## src/tod_pkg.sv

```systemverilog
// shared constants and types for the time-of-day and interval timer block
package tod_pkg;
    // ========================================================================
    // time base
    localparam int CLK_PERIOD_NS = 50;
    localparam int TOD_TICK_NS   = 1000;
    localparam int US_CYCLES     = (TOD_TICK_NS + CLK_PERIOD_NS - 1)
                                   / CLK_PERIOD_NS;
    localparam int IT_RES_US     = 3330;       // 3.33 ms in microseconds
    // ========================================================================
    // time-of-day counter
    localparam int TOD_WIDTH       = 52;
    localparam int TOD_STORE_SHIFT = 12;       // unit bit of stored value
    localparam logic [51:0] TOD_RESET = 52'h0;
    // ========================================================================
    // interval timer in fixed storage
    localparam logic [23:0] IT_ADDR = 24'h000050;   // byte location 80
    // one resolution unit; 2**24 units make the 15.5 hour cycle
    localparam logic [31:0] IT_UNIT = 32'h00000100;
    localparam int ADDR_WIDTH = 24;
    localparam int DATA_WIDTH = 64;
    // ========================================================================
    // storage port
    typedef struct packed {
        logic        req;
        logic        we;
        logic        lock;
        logic [23:0] addr;
        logic [63:0] wdata;
    } stor_req_t;
endpackage : tod_pkg

// ============================================================================
// enabled divider: one-cycle pulse every DIV enabled cycles
`timescale 1ns/100ps
module tick_div #(
    parameter int DIV = 20
) (
    input  wire logic clk,                    // clock
    input  wire logic rst_b,                  // sync reset, active low
    input  wire logic en,                     // count enable
    output logic      tick                    // one-cycle pulse
);
    localparam int CW = (DIV > 1) ? $clog2(DIV) : 1;
    logic [CW-1:0] cnt;

    initial begin
        if (DIV < 1) $error("tick_div: DIV must be at least 1");
    end

    always_ff @(posedge clk) begin
        if (!rst_b) begin
            cnt  <= '0;
            tick <= 1'b0;
        end else begin
            tick <= 1'b0;
            if (en) begin
                if (cnt == CW'(DIV - 1)) begin
                    cnt  <= '0;
                    tick <= 1'b1;
                end else begin
                    cnt <= cnt + 1'b1;
                end
            end
        end
    end
endmodule // tick_div

```

## src/tod_timer.sv

```systemverilog
// time-of-day counter and interval timer updater
//
// Behaviour
// - time-of-day is a 52-bit binary counter that wraps at its maximum.
// - counter increments by one on every microsecond tick, except one that falls in the cycle a set is loaded.
// - set loads only in supervisor state with security switch at enable.
// - store command writes the counter into the given doubleword.
// - counter runs even while stopped; only power removal halts it.
// - interval timer lives at location 80, updated every 3.33 ms.
// - interval timer count spans 15.5 hours before wrapping.
// - interval timer updates suspended while the system is stopped.
// - updates may be skipped when storage is too busy to take them.
`timescale 1ns/100ps
module tod_timer
    import tod_pkg::*;
#(
    parameter int IT_TICKS = IT_RES_US        // microseconds per update
) (
    input  wire logic                  MCLK,        // 20 MHz clock
    input  wire logic                  RST_B,       // sync reset, low
    input  wire logic                  SUPERVISOR,  // cpu in supervisor state
    input  wire logic                  SEC_ENABLE,  // console switch, async
    input  wire logic                  STOPPED,     // system stopped state
    input  wire logic                  SET_REQ,     // set command pulse
    input  wire logic [TOD_WIDTH-1:0]  SET_VALUE,   // value to load
    input  wire logic                  STORE_REQ,   // store command pulse
    input  wire logic [ADDR_WIDTH-1:0] STORE_ADDR,  // doubleword address
    input  wire logic                  STOR_ACK,    // storage done, 1 cycle
    input  wire logic [DATA_WIDTH-1:0] STOR_RDATA,  // read data with ack
    output stor_req_t                  STOR,        // storage request
    output logic [TOD_WIDTH-1:0]       TOD_VALUE,   // counter value
    output logic                       SET_DONE,    // set accepted pulse
    output logic                       SET_REJECT,  // set refused pulse
    output logic                       STORE_DONE,  // store written pulse
    output logic                       STORE_BUSY,  // store in progress
    output logic                       IT_SKIPPED   // update dropped pulse
);
    initial begin
        if (IT_TICKS < 1) $error("tod_timer: IT_TICKS must be positive");
    end

    // ========================================================================
    // console switch synchroniser
    logic sec_meta;
    logic sec_sync;
    always_ff @(posedge MCLK) begin
        if (!RST_B) begin
            sec_meta <= 1'b0;
            sec_sync <= 1'b0;
        end else begin
            sec_meta <= SEC_ENABLE;
            sec_sync <= sec_meta;
        end
    end

    // ========================================================================
    // time bases
    logic us_tick;
    logic it_tick;

    tick_div #(.DIV(US_CYCLES)) u_us_div (
        .clk   (MCLK),
        .rst_b (RST_B),
        .en    (1'b1),
        .tick  (us_tick)
    );

    // the divider holds its phase while stopped rather than restarting
    tick_div #(.DIV(IT_TICKS)) u_it_div (
        .clk   (MCLK),
        .rst_b (RST_B),
        .en    (us_tick && !STOPPED),
        .tick  (it_tick)
    );

    // ========================================================================
    // time-of-day counter
    logic set_ok;
    assign set_ok = SET_REQ && SUPERVISOR && sec_sync;

    always_ff @(posedge MCLK) begin
        if (!RST_B) begin
            TOD_VALUE <= TOD_RESET;
        end else if (set_ok) begin
            TOD_VALUE <= SET_VALUE;
        end else if (us_tick) begin
            // no stop term: only power removal halts it
            TOD_VALUE <= TOD_VALUE + 1'b1;
        end
    end

    always_ff @(posedge MCLK) begin
        if (!RST_B) begin
            SET_DONE   <= 1'b0;
            SET_REJECT <= 1'b0;
        end else begin
            SET_DONE   <= set_ok;
            SET_REJECT <= SET_REQ && !set_ok;
        end
    end

    // ========================================================================
    // storage sequencer
    typedef enum logic [1:0] {ST_IDLE, ST_STORE, ST_IT_RD, ST_IT_WR} st_t;
    st_t state;

    logic                  store_pend;
    logic [ADDR_WIDTH-1:0] store_addr;
    logic [TOD_WIDTH-1:0]  store_val;
    logic                  it_pend;
    logic                  it_start;

    // a stopped system leaves a due update waiting rather than starting it
    assign it_start = (state == ST_IDLE) && !store_pend && it_pend
                      && !STOPPED;

    // store command is latched; a second one while busy is ignored
    always_ff @(posedge MCLK) begin
        if (!RST_B) begin
            store_pend <= 1'b0;
            store_addr <= '0;
            store_val  <= TOD_RESET;
        end else if (STORE_REQ && !store_pend) begin
            store_pend <= 1'b1;
            store_addr <= STORE_ADDR;
            store_val  <= TOD_VALUE;
        end else if (state == ST_STORE && STOR_ACK) begin
            store_pend <= 1'b0;
        end
    end

    // an update still waiting when the next one falls due is dropped
    always_ff @(posedge MCLK) begin
        if (!RST_B) begin
            it_pend    <= 1'b0;
            IT_SKIPPED <= 1'b0;
        end else begin
            // an update starting now frees the slot for the new one
            IT_SKIPPED <= it_tick && it_pend && !it_start;
            if (it_tick) begin
                it_pend <= 1'b1;
            end else if (it_start) begin
                it_pend <= 1'b0;
            end
        end
    end

    always_ff @(posedge MCLK) begin
        if (!RST_B) begin
            state <= ST_IDLE;
            STOR  <= '0;
        end else begin
            case (state)
                ST_IDLE: begin
                    if (store_pend) begin
                        state      <= ST_STORE;
                        STOR.req   <= 1'b1;
                        STOR.we    <= 1'b1;
                        STOR.lock  <= 1'b0;
                        STOR.addr  <= store_addr;
                        STOR.wdata <= {store_val,
                                       TOD_STORE_SHIFT'(0)};
                    end else if (it_start) begin
                        state      <= ST_IT_RD;
                        STOR.req   <= 1'b1;
                        STOR.we    <= 1'b0;
                        STOR.lock  <= 1'b1;
                        STOR.addr  <= IT_ADDR;
                        STOR.wdata <= '0;
                    end
                end
                ST_STORE: begin
                    if (STOR_ACK) begin
                        state    <= ST_IDLE;
                        STOR.req <= 1'b0;
                        STOR.we  <= 1'b0;
                    end
                end
                ST_IT_RD: begin
                    if (STOR_ACK) begin
                        // word 80 is the high half; wraps over 2**24 units
                        state      <= ST_IT_WR;
                        STOR.we    <= 1'b1;
                        STOR.wdata <= {STOR_RDATA[63:32] - IT_UNIT,
                                       STOR_RDATA[31:0]};
                    end
                end
                ST_IT_WR: begin
                    if (STOR_ACK) begin
                        state     <= ST_IDLE;
                        STOR.req  <= 1'b0;
                        STOR.we   <= 1'b0;
                        STOR.lock <= 1'b0;
                    end
                end
                default: begin
                    state <= ST_IDLE;
                    STOR  <= '0;
                end
            endcase
        end
    end

    always_ff @(posedge MCLK) begin
        if (!RST_B) begin
            STORE_DONE <= 1'b0;
            STORE_BUSY <= 1'b0;
        end else begin
            STORE_DONE <= (state == ST_STORE) && STOR_ACK;
            // busy mirrors the pending flag, so the done cycle reads idle
            // and a new command may be taken in that very cycle
            STORE_BUSY <= (STORE_REQ && !store_pend)
                          || (store_pend
                              && !(state == ST_STORE && STOR_ACK));
        end
    end
endmodule // tod_timer

```

## config.mk

```make
export PLATFORM = sky130hd
export DESIGN_NAME = tod_timer
export DESIGN_NICKNAME = d
export VERILOG_FILES = /design/src/tod_pkg.sv /design/src/tod_timer.sv
export SDC_FILE = /design/constraint.sdc
export NUM_CORES = 1
export LEC_CHECK = 0
export ABC_AREA = 1
export BUFFER_PORTS_ARGS = -buffer_cell sky130_fd_sc_hd__buf_2
export CAP_MARGIN = 15
export CORE_MARGIN = 3
export CORE_UTILIZATION = 45
export DETAILED_ROUTE_END_ITERATION = 6
export PLACE_DENSITY = 0.82
export SYNTH_ARGS = -nofsm -noshare
export SYNTH_HDL_FRONTEND = slang
export SYNTH_SLANG_ARGS = --single-unit
```

## constraint.sdc

```tcl
create_clock -name MCLK -period 1.5 [get_ports MCLK]
set_input_delay 0.375 -clock MCLK [delete_from_list [all_inputs] [get_ports MCLK]]
set_output_delay 0.375 -clock MCLK [all_outputs]
set_load 0.02 [all_outputs]
```

==> results of run 1 <==
metrics by stage:
| stage | setup TNS [ps] | power [mW] | utilization (%) |
|---|---|---|---|
| after global routing | -16820 | 28.3 | 75.7 |
| final | -7870 | 27.4 | 75.7 |
| after floorplan | -2.11 | 12.8 | - |
| after global placement | -3670 | 15.4 | 60.1 |
| after CTS | -2610 | 23.4 | 68.7 |
| after detailed placement | -7830 | 15.5 | 60.1 |
Yosys cell counts, types with 6 or more instances:
master,instances
dfxtp_1,249
inv_1,139
nor3_1,19
buf_2,24
o211ai_1,7
o21ai_0,206
nand3_1,117
xor2_1,10
inv_2,7
nor4_1,7
a31oi_1,38
buf_4,6
clkbuf_1,61
nor2_1,242
a211oi_1,7
a211oi_2,8
nand4_1,23
o21bai_1,7
nor2_2,11
xnor2_1,6
nand2_1,326
a21oi_1,156
flip-flops by register name, indices dropped and copies added (netlist names):
signal / cells
IT_SKIPPED: 1
SET_DONE: 1
SET_REJECT: 1
STOR: 91
STORE_BUSY: 1
STORE_DONE: 1
TOD_VALUE: 52
it_pend: 1
sec_meta: 1
sec_sync: 1
state: 2
store_addr: 24
store_pend: 1
store_val: 52
u_it_div.cnt: 12
u_it_div.tick: 1
u_us_div.cnt: 5
u_us_div.tick: 1
worst register-to-register path: stages, from the launching register on:
cell and delay (ps):
dfxtp_4 380, nand2_1 130, nor2_2 190, nand2_2 150, nor2_2 160, nand2_2 120, o21ai_1 200, nand3_1 160
nand2_1 100, a21oi_1 60
layout make-up:
class | count | area share (%)
repair buffers | 620 | 26.2
repair inverters | 2 | 0.168
inverters | 148 | 3.06
multi-input cells | 1235 | 36.7
well taps | 330 | 2.13
diodes | 1 | 0.0129
clock buffers | 40 | 4.20
clock inverters | 12 | 0.909
flip-flops and latches | 249 | 26.6
path summary, 6_finish.rpt:
kind | end | slack, ps | from | cells after the start
setup / recovery | TOD_VALUE[51] | -270 | TOD_VALUE[8] | 9
hold reg to reg | sec_sync | 420 | sec_meta | 2
hold / removal | store_addr[9] | 60 | STORE_ADDR[9] | 3
setup reg to reg | TOD_VALUE[51] | -270 | TOD_VALUE[8] | 9
routing by layer:
layer,wire length [um],vias to the layer above
met5,0,-
met3,5810,314
met2,25200,1181
met1,19800,7181
met4,3380,0
li1,-,6890
kinds of logic after synthesis:
family,after synthesis,share of synthesized area (%)
flip-flops,249,41.8
adder cells (fa/ha/maj),5,0.524
AND/OR/NAND/NOR,767,27.5
buffers and inverters,246,8.32
XOR/XNOR,16,1.17
AO/OA/AOI/OAI,446,20.6
multiplexers,1,0.0943
what timing repair did:
action	CTS	global route
endpoints found under the hold margin	1	0
pin swaps	29	68
resized for setup	262	377
gates cloned	3	15
endpoints found under the setup margin	166	189
hold buffers	1	0
buffers inserted	56	34
power groups by stage:
stage	clock, mW	combinational, mW	sequential, mW
detailed placement	0	7.20	8.34
global route	7.66	12.1	8.52
floorplan	0	3.48	9.30
finish	7.36	11.6	8.41
global placement	0	7.04	8.32
CTS	7.32	7.94	8.18
==> out/results.txt, run 1 <==
CP Buf/Inv Count -> 0
Violated checks -> setup timing
Hold/Removal Path Class -> in -> reg
Clock transition at the registers of the reported paths -> 60 ps
Post-Syn Nets -> 1883
Max-slew violation count -> 0
Synth async-reset ratio -> 0%
Area of the multi-input gates -> 0.00713 mm2
Clock power share -> 26.9%
Layout cells sized above 1 -> 45.0%
Number of synthesized flops with an enable pin -> 0
Final Hold Fails -> 0
Vias in the first global route -> 13918
Main synth FF type -> dfxtp_1
Core footprint -> 0.0256 mm2
Largest net degree at the start of global routing -> 55
Clock latency on the worst-skew pair -> 570 ps
Finished Layout Cells -> 2637
Startpoint types -> register
Max_cap viols -> 0
FF/Latch Area -> 0.00517 mm2
CP Class -> reg -> reg
P_leak -> 8.41 nW
Critical path, cell by cell -> nand2_1 > nor2_2 > nand2_2 > nor2_2 > nand2_2 > o21ai_1 > nand3_1 > nand2_1 > a21oi_1
Synth area leader -> dfxtp_1
Total routed wirelength -> 54100 um
Final setup violating endpoints -> 141
Commonest non-fill, non-tap cells in the layout -> nand2_1, buf_4, buf_2
Synthesized area per cell -> 6.90 um2
Clock Tree Root -> clkbuf_16
Die height -> 169 um
Hold slack -> 60.7 ps
Post-DP HPWL -> 31700 um
Comb pwr share -> 42.3%
Pwr dens -> 1410 mW/mm2
DRC viols -> 0
GRT overflow -> 0
GR Util met1 -> 40.2%
Syn. warnings -> 0
Crit-path max FO -> 4
GRT Util Overall -> 30.4%
Seq pwr share -> 30.8%
Minimum clock period -> 1770 ps
Design Area, Final -> 0.0194 mm2
Initial antenna violation count -> 1
Max Clock Freq -> 567 MHz
Via/cell ratio -> 5.90
Dominant delay contributor by cell family on the critical path -> simple AND/OR/NAND/NOR gates
Commonest non-fill, non-tap cell in the layout -> nand2_1
Synthesis-stage register bit count -> 249
FP Rows -> 58
Setup Skew -> 21.4 ps
Placed Area -> 0.0154 mm2
Routing usage on met3 -> 5.04%
Final worst slack -> -265 ps
Max transition margin -> 65.4%
Fill count -> 1641
Period utilization -> 118%
Unrepaired setup endpoints after global routing -> true
P&R area growth vs syn -> 62.6%
Yosys cell types -> 47
Worst path slowest cell -> dfxtp_4
Ports -> 296
Initial Utilization -> 46.6%
Antenna-violating nets left -> 0
Least-Margin Pin Slew -> 520 ps
Worst EP arrival -> 2200 ps
CP required -> 1940 ps
DP Cell Count -> 2484
Post-Synthesis Cell Area -> 0.0119 mm2
First-pass GRT wire length -> 71600 um
Synth top area cells -> dfxtp_1, nand2_1, o21ai_0
CP peak stage delay -> 380 ps
Sw Ratio -> 37.9%
Die width -> 169 um
DR pass1 iterations -> 7
RePlAce Congestion -> 1.01
Mapped Cells -> 1730
Port bufs -> 295
CTS tree -> done
Longest Clk Path Bufs -> 3
Post-synth top area share -> 41.8%
WL/cell -> 20.5 um
Vias -> 15566
Clock sink count -> 249
Pint -> 17.0 mW
Num CTS Buffers -> 28
Pre-CTS setup slack -> -245 ps
Max VDD drop -> 1.84 mV
Nets@finish -> 2437
Switching pwr -> 10.4 mW
First DRT Iteration DRCs -> 2054
Met2 GRT Util -> 50.1%
Top Usage Layer GRT -> met2
Die area -> 0.0285 mm2
Sequential area share after synthesis -> 41.8%
Crit path capture type -> register
Status -> finished, violations left
Htree depth -> 1
Note: power is estimated with default switching activity, not from simulation.
==> inputs of run 2 (changes only) <==
- ABC_AREA: 1 -> not set
- PLACE_DENSITY: 0.82 -> 0.83
==> run 2 against run 1 <==
The flow still finishes with violations (setup timing). Global-route usage is 0.59 points higher. Non-clock buffer count is 35 lower. Maximum frequency is 13% lower. Routed wire length is 14% lower. Final cell count is 16% lower. Synthesized cell count is 21% lower. Total power is 30% lower. Area after synthesis is 9.8% lower. Clock skew is 8.4 ps lower. Sequential share of layout area is 2.4 points higher. Die area is 9.4% lower. Clock-buffer cell count is 10 lower. Largest power group is now the clock network.
==> out/results.txt, run 2 <==
Htree depth -> 1 (unchanged)
Via/cell ratio -> 6.02 (was 5.90)
Final setup violating endpoints -> 141 (unchanged)
Largest net degree at the start of global routing -> 68 (was 55)
Ports -> 296 (unchanged)
Commonest non-fill, non-tap cells in the layout -> nand2_1, buf_2, dfxtp_1 (was nand2_1, buf_4, buf_2)
Finished Layout Cells -> 2204 (was 2637)
Hold path start -> SEC_ENABLE (was STORE_ADDR[9])
Max VDD drop -> 0.928 mV (was 1.84 mV)
Total routed wirelength -> 46700 um (was 54100 um)
Worst EP arrival -> 2500 ps (was 2200 ps)
Max transition margin -> 72.4% (was 65.4%)
Period utilization -> 136% (was 118%)
Crit path capture type -> register (unchanged)
Die height -> 161 um (was 169 um)
CP required -> 1960 ps (was 1940 ps)
P&R area growth vs syn -> 63.0% (was 62.6%)
Initial antenna violation count -> 2 (was 1)
WL/cell -> 21.2 um (was 20.5 um)
Hold/Removal Path Class -> in -> reg (unchanged)
P_leak -> 7.34 nW (was 8.41 nW)
Synthesized area per cell -> 7.90 um2 (was 6.90 um2)
Main synth FF type -> dfxtp_1 (unchanged)
Port bufs -> 295 (unchanged)
Final worst slack -> -535 ps (was -265 ps)
Hold Path End -> sec_meta (was store_addr[9])
RePlAce Congestion -> 0.917 (was 1.01)
Sequential area share after synthesis -> 46.3% (was 41.8%)
Synth top area cells -> dfxtp_1, nand2_1, a21oi_1 (was dfxtp_1, nand2_1, o21ai_0)
Pwr dens -> 1100 mW/mm2 (was 1410 mW/mm2)
Status -> finished, violations left (unchanged)
FF-to-FF End -> TOD_VALUE[50] (was TOD_VALUE[51])
Violated checks -> setup timing (unchanged)
Post-Syn Nets -> 1517 (was 1883)
Clock sink count -> 249 (unchanged)
Max_cap viols -> 0 (unchanged)
Vias in the first global route -> 12374 (was 13918)
Startpoint types -> register (unchanged)
Antenna-violating nets left -> 0 (unchanged)
Vias -> 13276 (was 15566)
Mapped Cells -> 1364 (was 1730)
Top cells by count, synth -> nand2_1, dfxtp_1, a21oi_1 (was nand2_1, dfxtp_1, nor2_1)
Setup Skew -> 13.0 ps (was 21.4 ps)
Register-to-register setup slack -> -540 ps (was -270 ps)
Max FFs per register -> 91 (unchanged)
Nets@finish -> 2021 (was 2437)
Worst reg-to-reg path cell count -> 5 (was 9)
GRT Util Overall -> 31.0% (was 30.4%)
Initial Utilization -> 46.7% (was 46.6%)
FP Rows -> 55 (was 58)
Clock latency on the worst-skew pair -> 540 ps (was 570 ps)
Max Clock Freq -> 491 MHz (was 567 MHz)
Die area -> 0.0258 mm2 (was 0.0285 mm2)
Clock transition at the registers of the reported paths -> 70 ps (was 60 ps)
Layout cells sized above 1 -> 43.7% (was 45.0%)
CP Class -> reg -> reg (unchanged)
First-pass GRT wire length -> 65700 um (was 71600 um)
Synth async-reset ratio -> 0% (unchanged)
Post-synth top area share -> 46.3% (was 41.8%)
First DRT Iteration DRCs -> 1727 (was 2054)
Final Hold Fails -> 0 (unchanged)
R2R Path Start -> TOD_VALUE[17] (was TOD_VALUE[8])
GRT overflow -> 0 (unchanged)
Top Registers -> STOR (91), TOD_VALUE (52), store_val (52) (unchanged)
Die width -> 161 um (was 169 um)
Commonest non-fill, non-tap cell in the layout -> nand2_1 (unchanged)
Num CTS Buffers -> 27 (was 28)
CTS tree -> done (unchanged)
Crit-path max FO -> 5 (was 4)
DRC viols -> 0 (unchanged)
Yosys cell types -> 50 (was 47)
Most common cell in the netlist -> nand2_1 (unchanged)
Clock Tree Root -> clkbuf_16 (unchanged)
DR pass1 iterations -> 6 (was 7)
Power, Total -> 19.2 mW (was 27.4 mW)
Longest Clk Path Bufs -> 3 (unchanged)
Number of synthesized flops with an enable pin -> 0 (unchanged)
Minimum clock period -> 2040 ps (was 1770 ps)
Post-Synthesis Cell Area -> 0.0108 mm2 (was 0.0119 mm2)
Max-slew violation count -> 0 (unchanged)
Post-DP HPWL -> 26900 um (was 31700 um)
DP Cell Count -> 2050 (was 2484)
Synth area leader -> dfxtp_1 (unchanged)
Core footprint -> 0.0231 mm2 (was 0.0256 mm2)
Unrepaired setup endpoints after global routing -> true (unchanged)
Worst Hold Depth -> 2 (was 3)
Least-Margin Pin Slew -> 410 ps (was 520 ps)
Synthesis-stage register bit count -> 249 (unchanged)
Fill count -> 1380 (was 1641)
Syn. warnings -> 0 (unchanged)
Largest Register -> STOR (unchanged)
[run 2: what timing repair did]
item	in CTS	in global routing
resized for setup	246	88
gates cloned	7	1
hold buffers	0	0
endpoints found under the setup margin	246	206
setup buffers	42	67
pin swaps	51	54
[run 2: per-stage QoR]
step	util (%)	instance area, um2	setup slack, ps	hold slack [ps]	setup TNS [ps]
floorplan	-	11500	-680	412	-15360
global placement	62.6	14400	-772	425	-27630
detailed placement	62.6	14400	-787	425	-33620
CTS	72.8	16800	-469	51.9	-11370
global route	76.2	17600	-555	54.3	-28340
finish	76.2	17600	-535	62.3	-20940
[run 2: kinds of logic (layout without fill, tap and decap cells)]
family                     count (synthesis)  in the layout  share of synthesized area, %
other                                      0              2                             0
xor gates and xnor gates                  54             54                          4.39
buffers and inverters                    121            645                          4.29
AOI/OAI and AO/OA                        327            327                          18.0
adders and majority gates                  5              5                         0.581
and+or+nand+nor                          604            605                          26.1
DFF                                      249            249                          46.3
muxes                                      4              4                         0.383
[run 2: power by group]
part           switching (mW)  internal, mW
clock network            2.96          4.53
registers               0.309          7.04
logic                    2.49          1.91
total                    5.76          13.5
[run 2: area by class of cell]
cell class	count	area (um2)	share of cell area, %
diodes	2	5.00	0.0285
clock buffers	30	718	4.09
clock inverters	20	284	1.62
inverters	10	57.6	0.328
multi-input cells	995	6250	35.6
flip-flops and latches	249	5100	29.1
well taps	313	392	2.23
repair buffers	585	4740	27.0
[run 2: metal layers]
| metal | part of all wire [%] | vias up | global-route usage (%) |
|---|---|---|---|
| met5 | 0 | - | 0 |
| met1 | 37 | 6162 | 39.7 |
| met4 | 6.2 | 0 | 14.7 |
| met2 | 46 | 1017 | 50.8 |
| li1 | - | 5849 | - |
| met3 | 11 | 248 | 5.62 |
[run 2: critical path, cell delays in order, from the launching register on]
cell and delay, ps:
dfxtp_2 360, and4_1 290, nand3_4 140, or4_4 580, or4_1 450, a31oi_1 140
[run 2: worst max path at each step]
stage	from	to	cells after the start
2_1_floorplan	STOR_RDATA[56]	STOR[59]	6
3_3_place_gp	STOR_RDATA[41]	STOR[59]	6
3_5_place_dp	STOR_RDATA[41]	STOR[59]	6
4_1_cts	TOD_VALUE[1]	TOD_VALUE[50]	6
5_1_grt	TOD_VALUE[0]	TOD_VALUE[17]	7
6_report	TOD_VALUE[17]	TOD_VALUE[50]	5
==> inputs of run 3 (changes only) <==
- SYNTH_HIERARCHICAL: not set -> 1
==> run 3 against run 2 <==
Non-clock buffer count shrank 5. Combinational power fell by 38%. Final cell count rose by 0.82%. The run ends with DRC, setup timing left. Utilization fell by 0.43 points. Sequential cell count stayed put. Register-to-register slack improved by 50 ps. Die area rose by 1.4%. Clock skew rose by 10 ps. Setup slack better by 52 ps. Critical endpoint is now TOD_VALUE[38].
==> out/results.txt, run 3 <==
Status -> finished, violations left (unchanged)
Violated checks -> DRC, setup timing (was setup timing)
Clock Tree Root -> clkbuf_16 (unchanged)
Max VDD drop -> 0.818 mV (was 0.928 mV)
Comb pwr share -> 16.4% (was 22.9%)
Max FFs per register -> 91 (unchanged)
CP peak stage delay -> 360 ps (was 580 ps)
Top Registers -> STOR (91), TOD_VALUE (52), store_val (52) (unchanged)
Worst EP arrival -> 2410 ps (was 2500 ps)
First DRT Iteration DRCs -> 1690 (was 1727)
Final Hold Fails -> 0 (unchanged)
Pwr dens -> 926 mW/mm2 (was 1100 mW/mm2)
Crit-path max FO -> 9 (was 5)
Mapped Cells -> 1374 (was 1364)
Hold slack -> 54.6 ps (was 62.3 ps)
Routing usage on met3 -> 6.38% (was 5.62%)
Max_cap viols -> 0 (unchanged)
Final worst slack -> -483 ps (was -535 ps)
WL/cell -> 22.4 um (was 21.2 um)
Seq pwr share -> 42.6% (was 38.2%)
DRC viols -> 2 (was 0)
Main synth FF type -> dfxtp_1 (unchanged)
CP Buf/Inv Count -> 2 (was 0)
Post-synth top area share -> 45.6% (was 46.3%)
Setup Skew -> 23.3 ps (was 13.0 ps)
Dominant delay contributor by cell family on the critical path -> simple AND/OR/NAND/NOR gates (unchanged)
First-pass GRT wire length -> 67800 um (was 65700 um)
Clock power share -> 41.0% (was 39.0%)
Post-DP HPWL -> 26500 um (was 26900 um)
Synthesis-stage register bit count -> 249 (unchanged)
Longest Clk Path Bufs -> 3 (unchanged)
GRT overflow -> 0 (unchanged)
Met2 GRT Util -> 54.5% (was 50.8%)
Antenna-violating nets left -> 0 (unchanged)
Unrepaired setup endpoints after global routing -> true (unchanged)
Minimum clock period -> 1980 ps (was 2040 ps)
Core footprint -> 0.0237 mm2 (was 0.0231 mm2)
Top cells by count, synth -> nand2_1, dfxtp_1, a21oi_1 (unchanged)
Hold/Removal Path Class -> in -> reg (unchanged)
Worst path slowest cell -> nor4b_4 (was or4_4)
Pint -> 12.0 mW (was 13.5 mW)
P&R area growth vs syn -> 64.2% (was 63.0%)
Max-slew violation count -> 0 (unchanged)
Nets@finish -> 2038 (was 2021)
Largest Register -> STOR (unchanged)
Synth area leader -> dfxtp_1 (unchanged)
Layout cells sized above 1 -> 47.4% (was 43.7%)
GRT Util Overall -> 31.8% (was 31.0%)
CTS tree -> done (unchanged)
Post-CTS Hold Buffers -> 0 (unchanged)
Synth async-reset ratio -> 0% (unchanged)
CP Class -> reg -> reg (unchanged)
Power, Total -> 16.6 mW (was 19.2 mW)
Initial antenna violation count -> 3 (was 2)
Clock sink count -> 249 (unchanged)
Htree depth -> 1 (unchanged)
Period utilization -> 132% (was 136%)
Synthesized area per cell -> 7.95 um2 (was 7.90 um2)
Synth top area cells -> dfxtp_1, nand2_1, a21oi_1 (unchanged)
Finished Layout Cells -> 2222 (was 2204)
Switching pwr -> 4.56 mW (was 5.76 mW)
FP Rows -> 56 (was 55)
CP required -> 1930 ps (was 1960 ps)
GR Util met1 -> 36.8% (was 39.7%)
Num CTS Buffers -> 27 (unchanged)
Largest net degree at the start of global routing -> 93 (was 68)
Die height -> 162 um (was 161 um)
Syn. warnings -> 6 (was 0)
Crit path capture type -> register (unchanged)
DR pass1 iterations -> 7 (was 6)
Initial Utilization -> 46.1% (was 46.7%)
Sw Ratio -> 27.5% (was 29.9%)
Sequential area share after synthesis -> 45.6% (was 46.3%)
Startpoint types -> register (unchanged)
Ports -> 296 (unchanged)
Yosys cell types -> 66 (was 50)
P_leak -> 7.17 nW (was 7.34 nW)
Number of synthesized flops with an enable pin -> 0 (unchanged)
Clock latency on the worst-skew pair -> 540 ps (about the same)
Final setup violating endpoints -> 149 (was 141)
RePlAce Congestion -> 0.940 (was 0.917)
Clock transition at the registers of the reported paths -> 70 ps (about the same)
Crit-path most repeated cell -> nand4_1
Post-Synthesis Cell Area -> 0.0109 mm2 (was 0.0108 mm2)
Vias in the first global route -> 12967 (was 12374)
Commonest non-fill, non-tap cell in the layout -> nand2_1 (unchanged)
Critical path, cell by cell -> nand4_1 > nor4b_4 > buf_6 > buf_4 > nand4_1 > xor2_1 > a211oi_1 (was and4_1 > nand3_4 > or4_4 > or4_1 > a31oi_1)
Die area -> 0.0262 mm2 (was 0.0258 mm2)
Via/cell ratio -> 6.07 (was 6.02)
Top Usage Layer GRT -> met2 (unchanged)
Vias -> 13488 (was 13276)
Most common cell in the netlist -> nand2_1 (unchanged)
Port bufs -> 295 (unchanged)
DP Cell Count -> 2081 (was 2050)
Commonest non-fill, non-tap cells in the layout -> nand2_1, buf_2, dfxtp_1 (unchanged)
Total routed wirelength -> 49700 um (was 46700 um)
Max Clock Freq -> 504 MHz (was 491 MHz)
Die width -> 162 um (was 161 um)
-- run 3: layout make-up --
class | instances | area (um2)
Inverter | 15 | 76.3
Fill cell | 1487 | 5750
Antenna cell | 1 | 2.50
Timing Repair Buffer | 580 | 4780
Clock buffer | 37 | 754
Tap cell | 319 | 399
Multi-Input combinational cell | 1012 | 6670
Sequential cell | 249 | 5130
Clock inverter | 9 | 126
-- run 3: cell families (layout without fill, tap and decap cells) --
| group | after synthesis | count (layout) | synth area share (%) |
|---|---|---|---|
| mux | 6 | 6 | 0.550 |
| other cells | 1 | 5 | 0.0343 |
| simple gates | 610 | 611 | 26.5 |
| xor+xnor | 44 | 44 | 3.53 |
| fa+ha+maj | 5 | 5 | 0.573 |
| buf+inv | 117 | 641 | 4.27 |
| compound gates | 342 | 342 | 18.9 |
| flops | 249 | 249 | 45.6 |
-- run 3: worst register-to-register path, stage by stage, from the launching register on --
cell	delay, ps
dfxtp_4	350
nand4_1	220
nor4b_4	360
buf_6	200
buf_4	190
nand4_1	130
xor2_1	180
a211oi_1	250
-- run 3: worst paths after layout --
path                                     from  cells after the start  slack, ps            end
worst max register to register  TOD_VALUE[14]                      7       -480  TOD_VALUE[38]
worst min-delay path               SEC_ENABLE                      2         50       sec_meta
worst max-delay path            TOD_VALUE[14]                      7       -480  TOD_VALUE[38]
worst min register to register  u_it_div/tick                      2        450     IT_SKIPPED
-- run 3: repair_timing --
| action | in CTS | in global routing |
|---|---|---|
| setup endpoints to repair | 174 | 219 |
| pin swaps | 74 | 65 |
| gates resized for setup | 298 | 175 |
| buffers inserted | 48 | 58 |
| gates cloned | 12 | 4 |
-- run 3: metrics by stage --
stage / worst slack (ps) / utilization, % / setup TNS [ps] / area, um2
floorplan: -398 / - / -11830 / 11400
global placement: -533 / 61.2 / -29200 / 14500
detailed placement: -569 / 61.2 / -34660 / 14500
CTS: -408 / 72.0 / -21250 / 17100
global route: -535 / 75.7 / -30920 / 17900
finish: -483 / 75.7 / -25320 / 17900
-- run 3: power groups by stage --
stage | clock network, mW | registers, mW | logic [mW]
6_report | 6.81 | 7.06 | 2.73
5_1_grt | 7.04 | 7.08 | 2.84
4_1_cts | 6.77 | 7.02 | 2.43
3_5_place_dp | 0 | 7.14 | 1.91
3_3_place_gp | 0 | 7.13 | 1.88
2_1_floorplan | 0 | 7.36 | 0.784
-- run 3: metal layers --
metal  up-vias  routed length, um
met3       281               4830
met2       979              23900
li1       5890                  -
met1      6332              17600
met5         -                 34
met4         6               3430
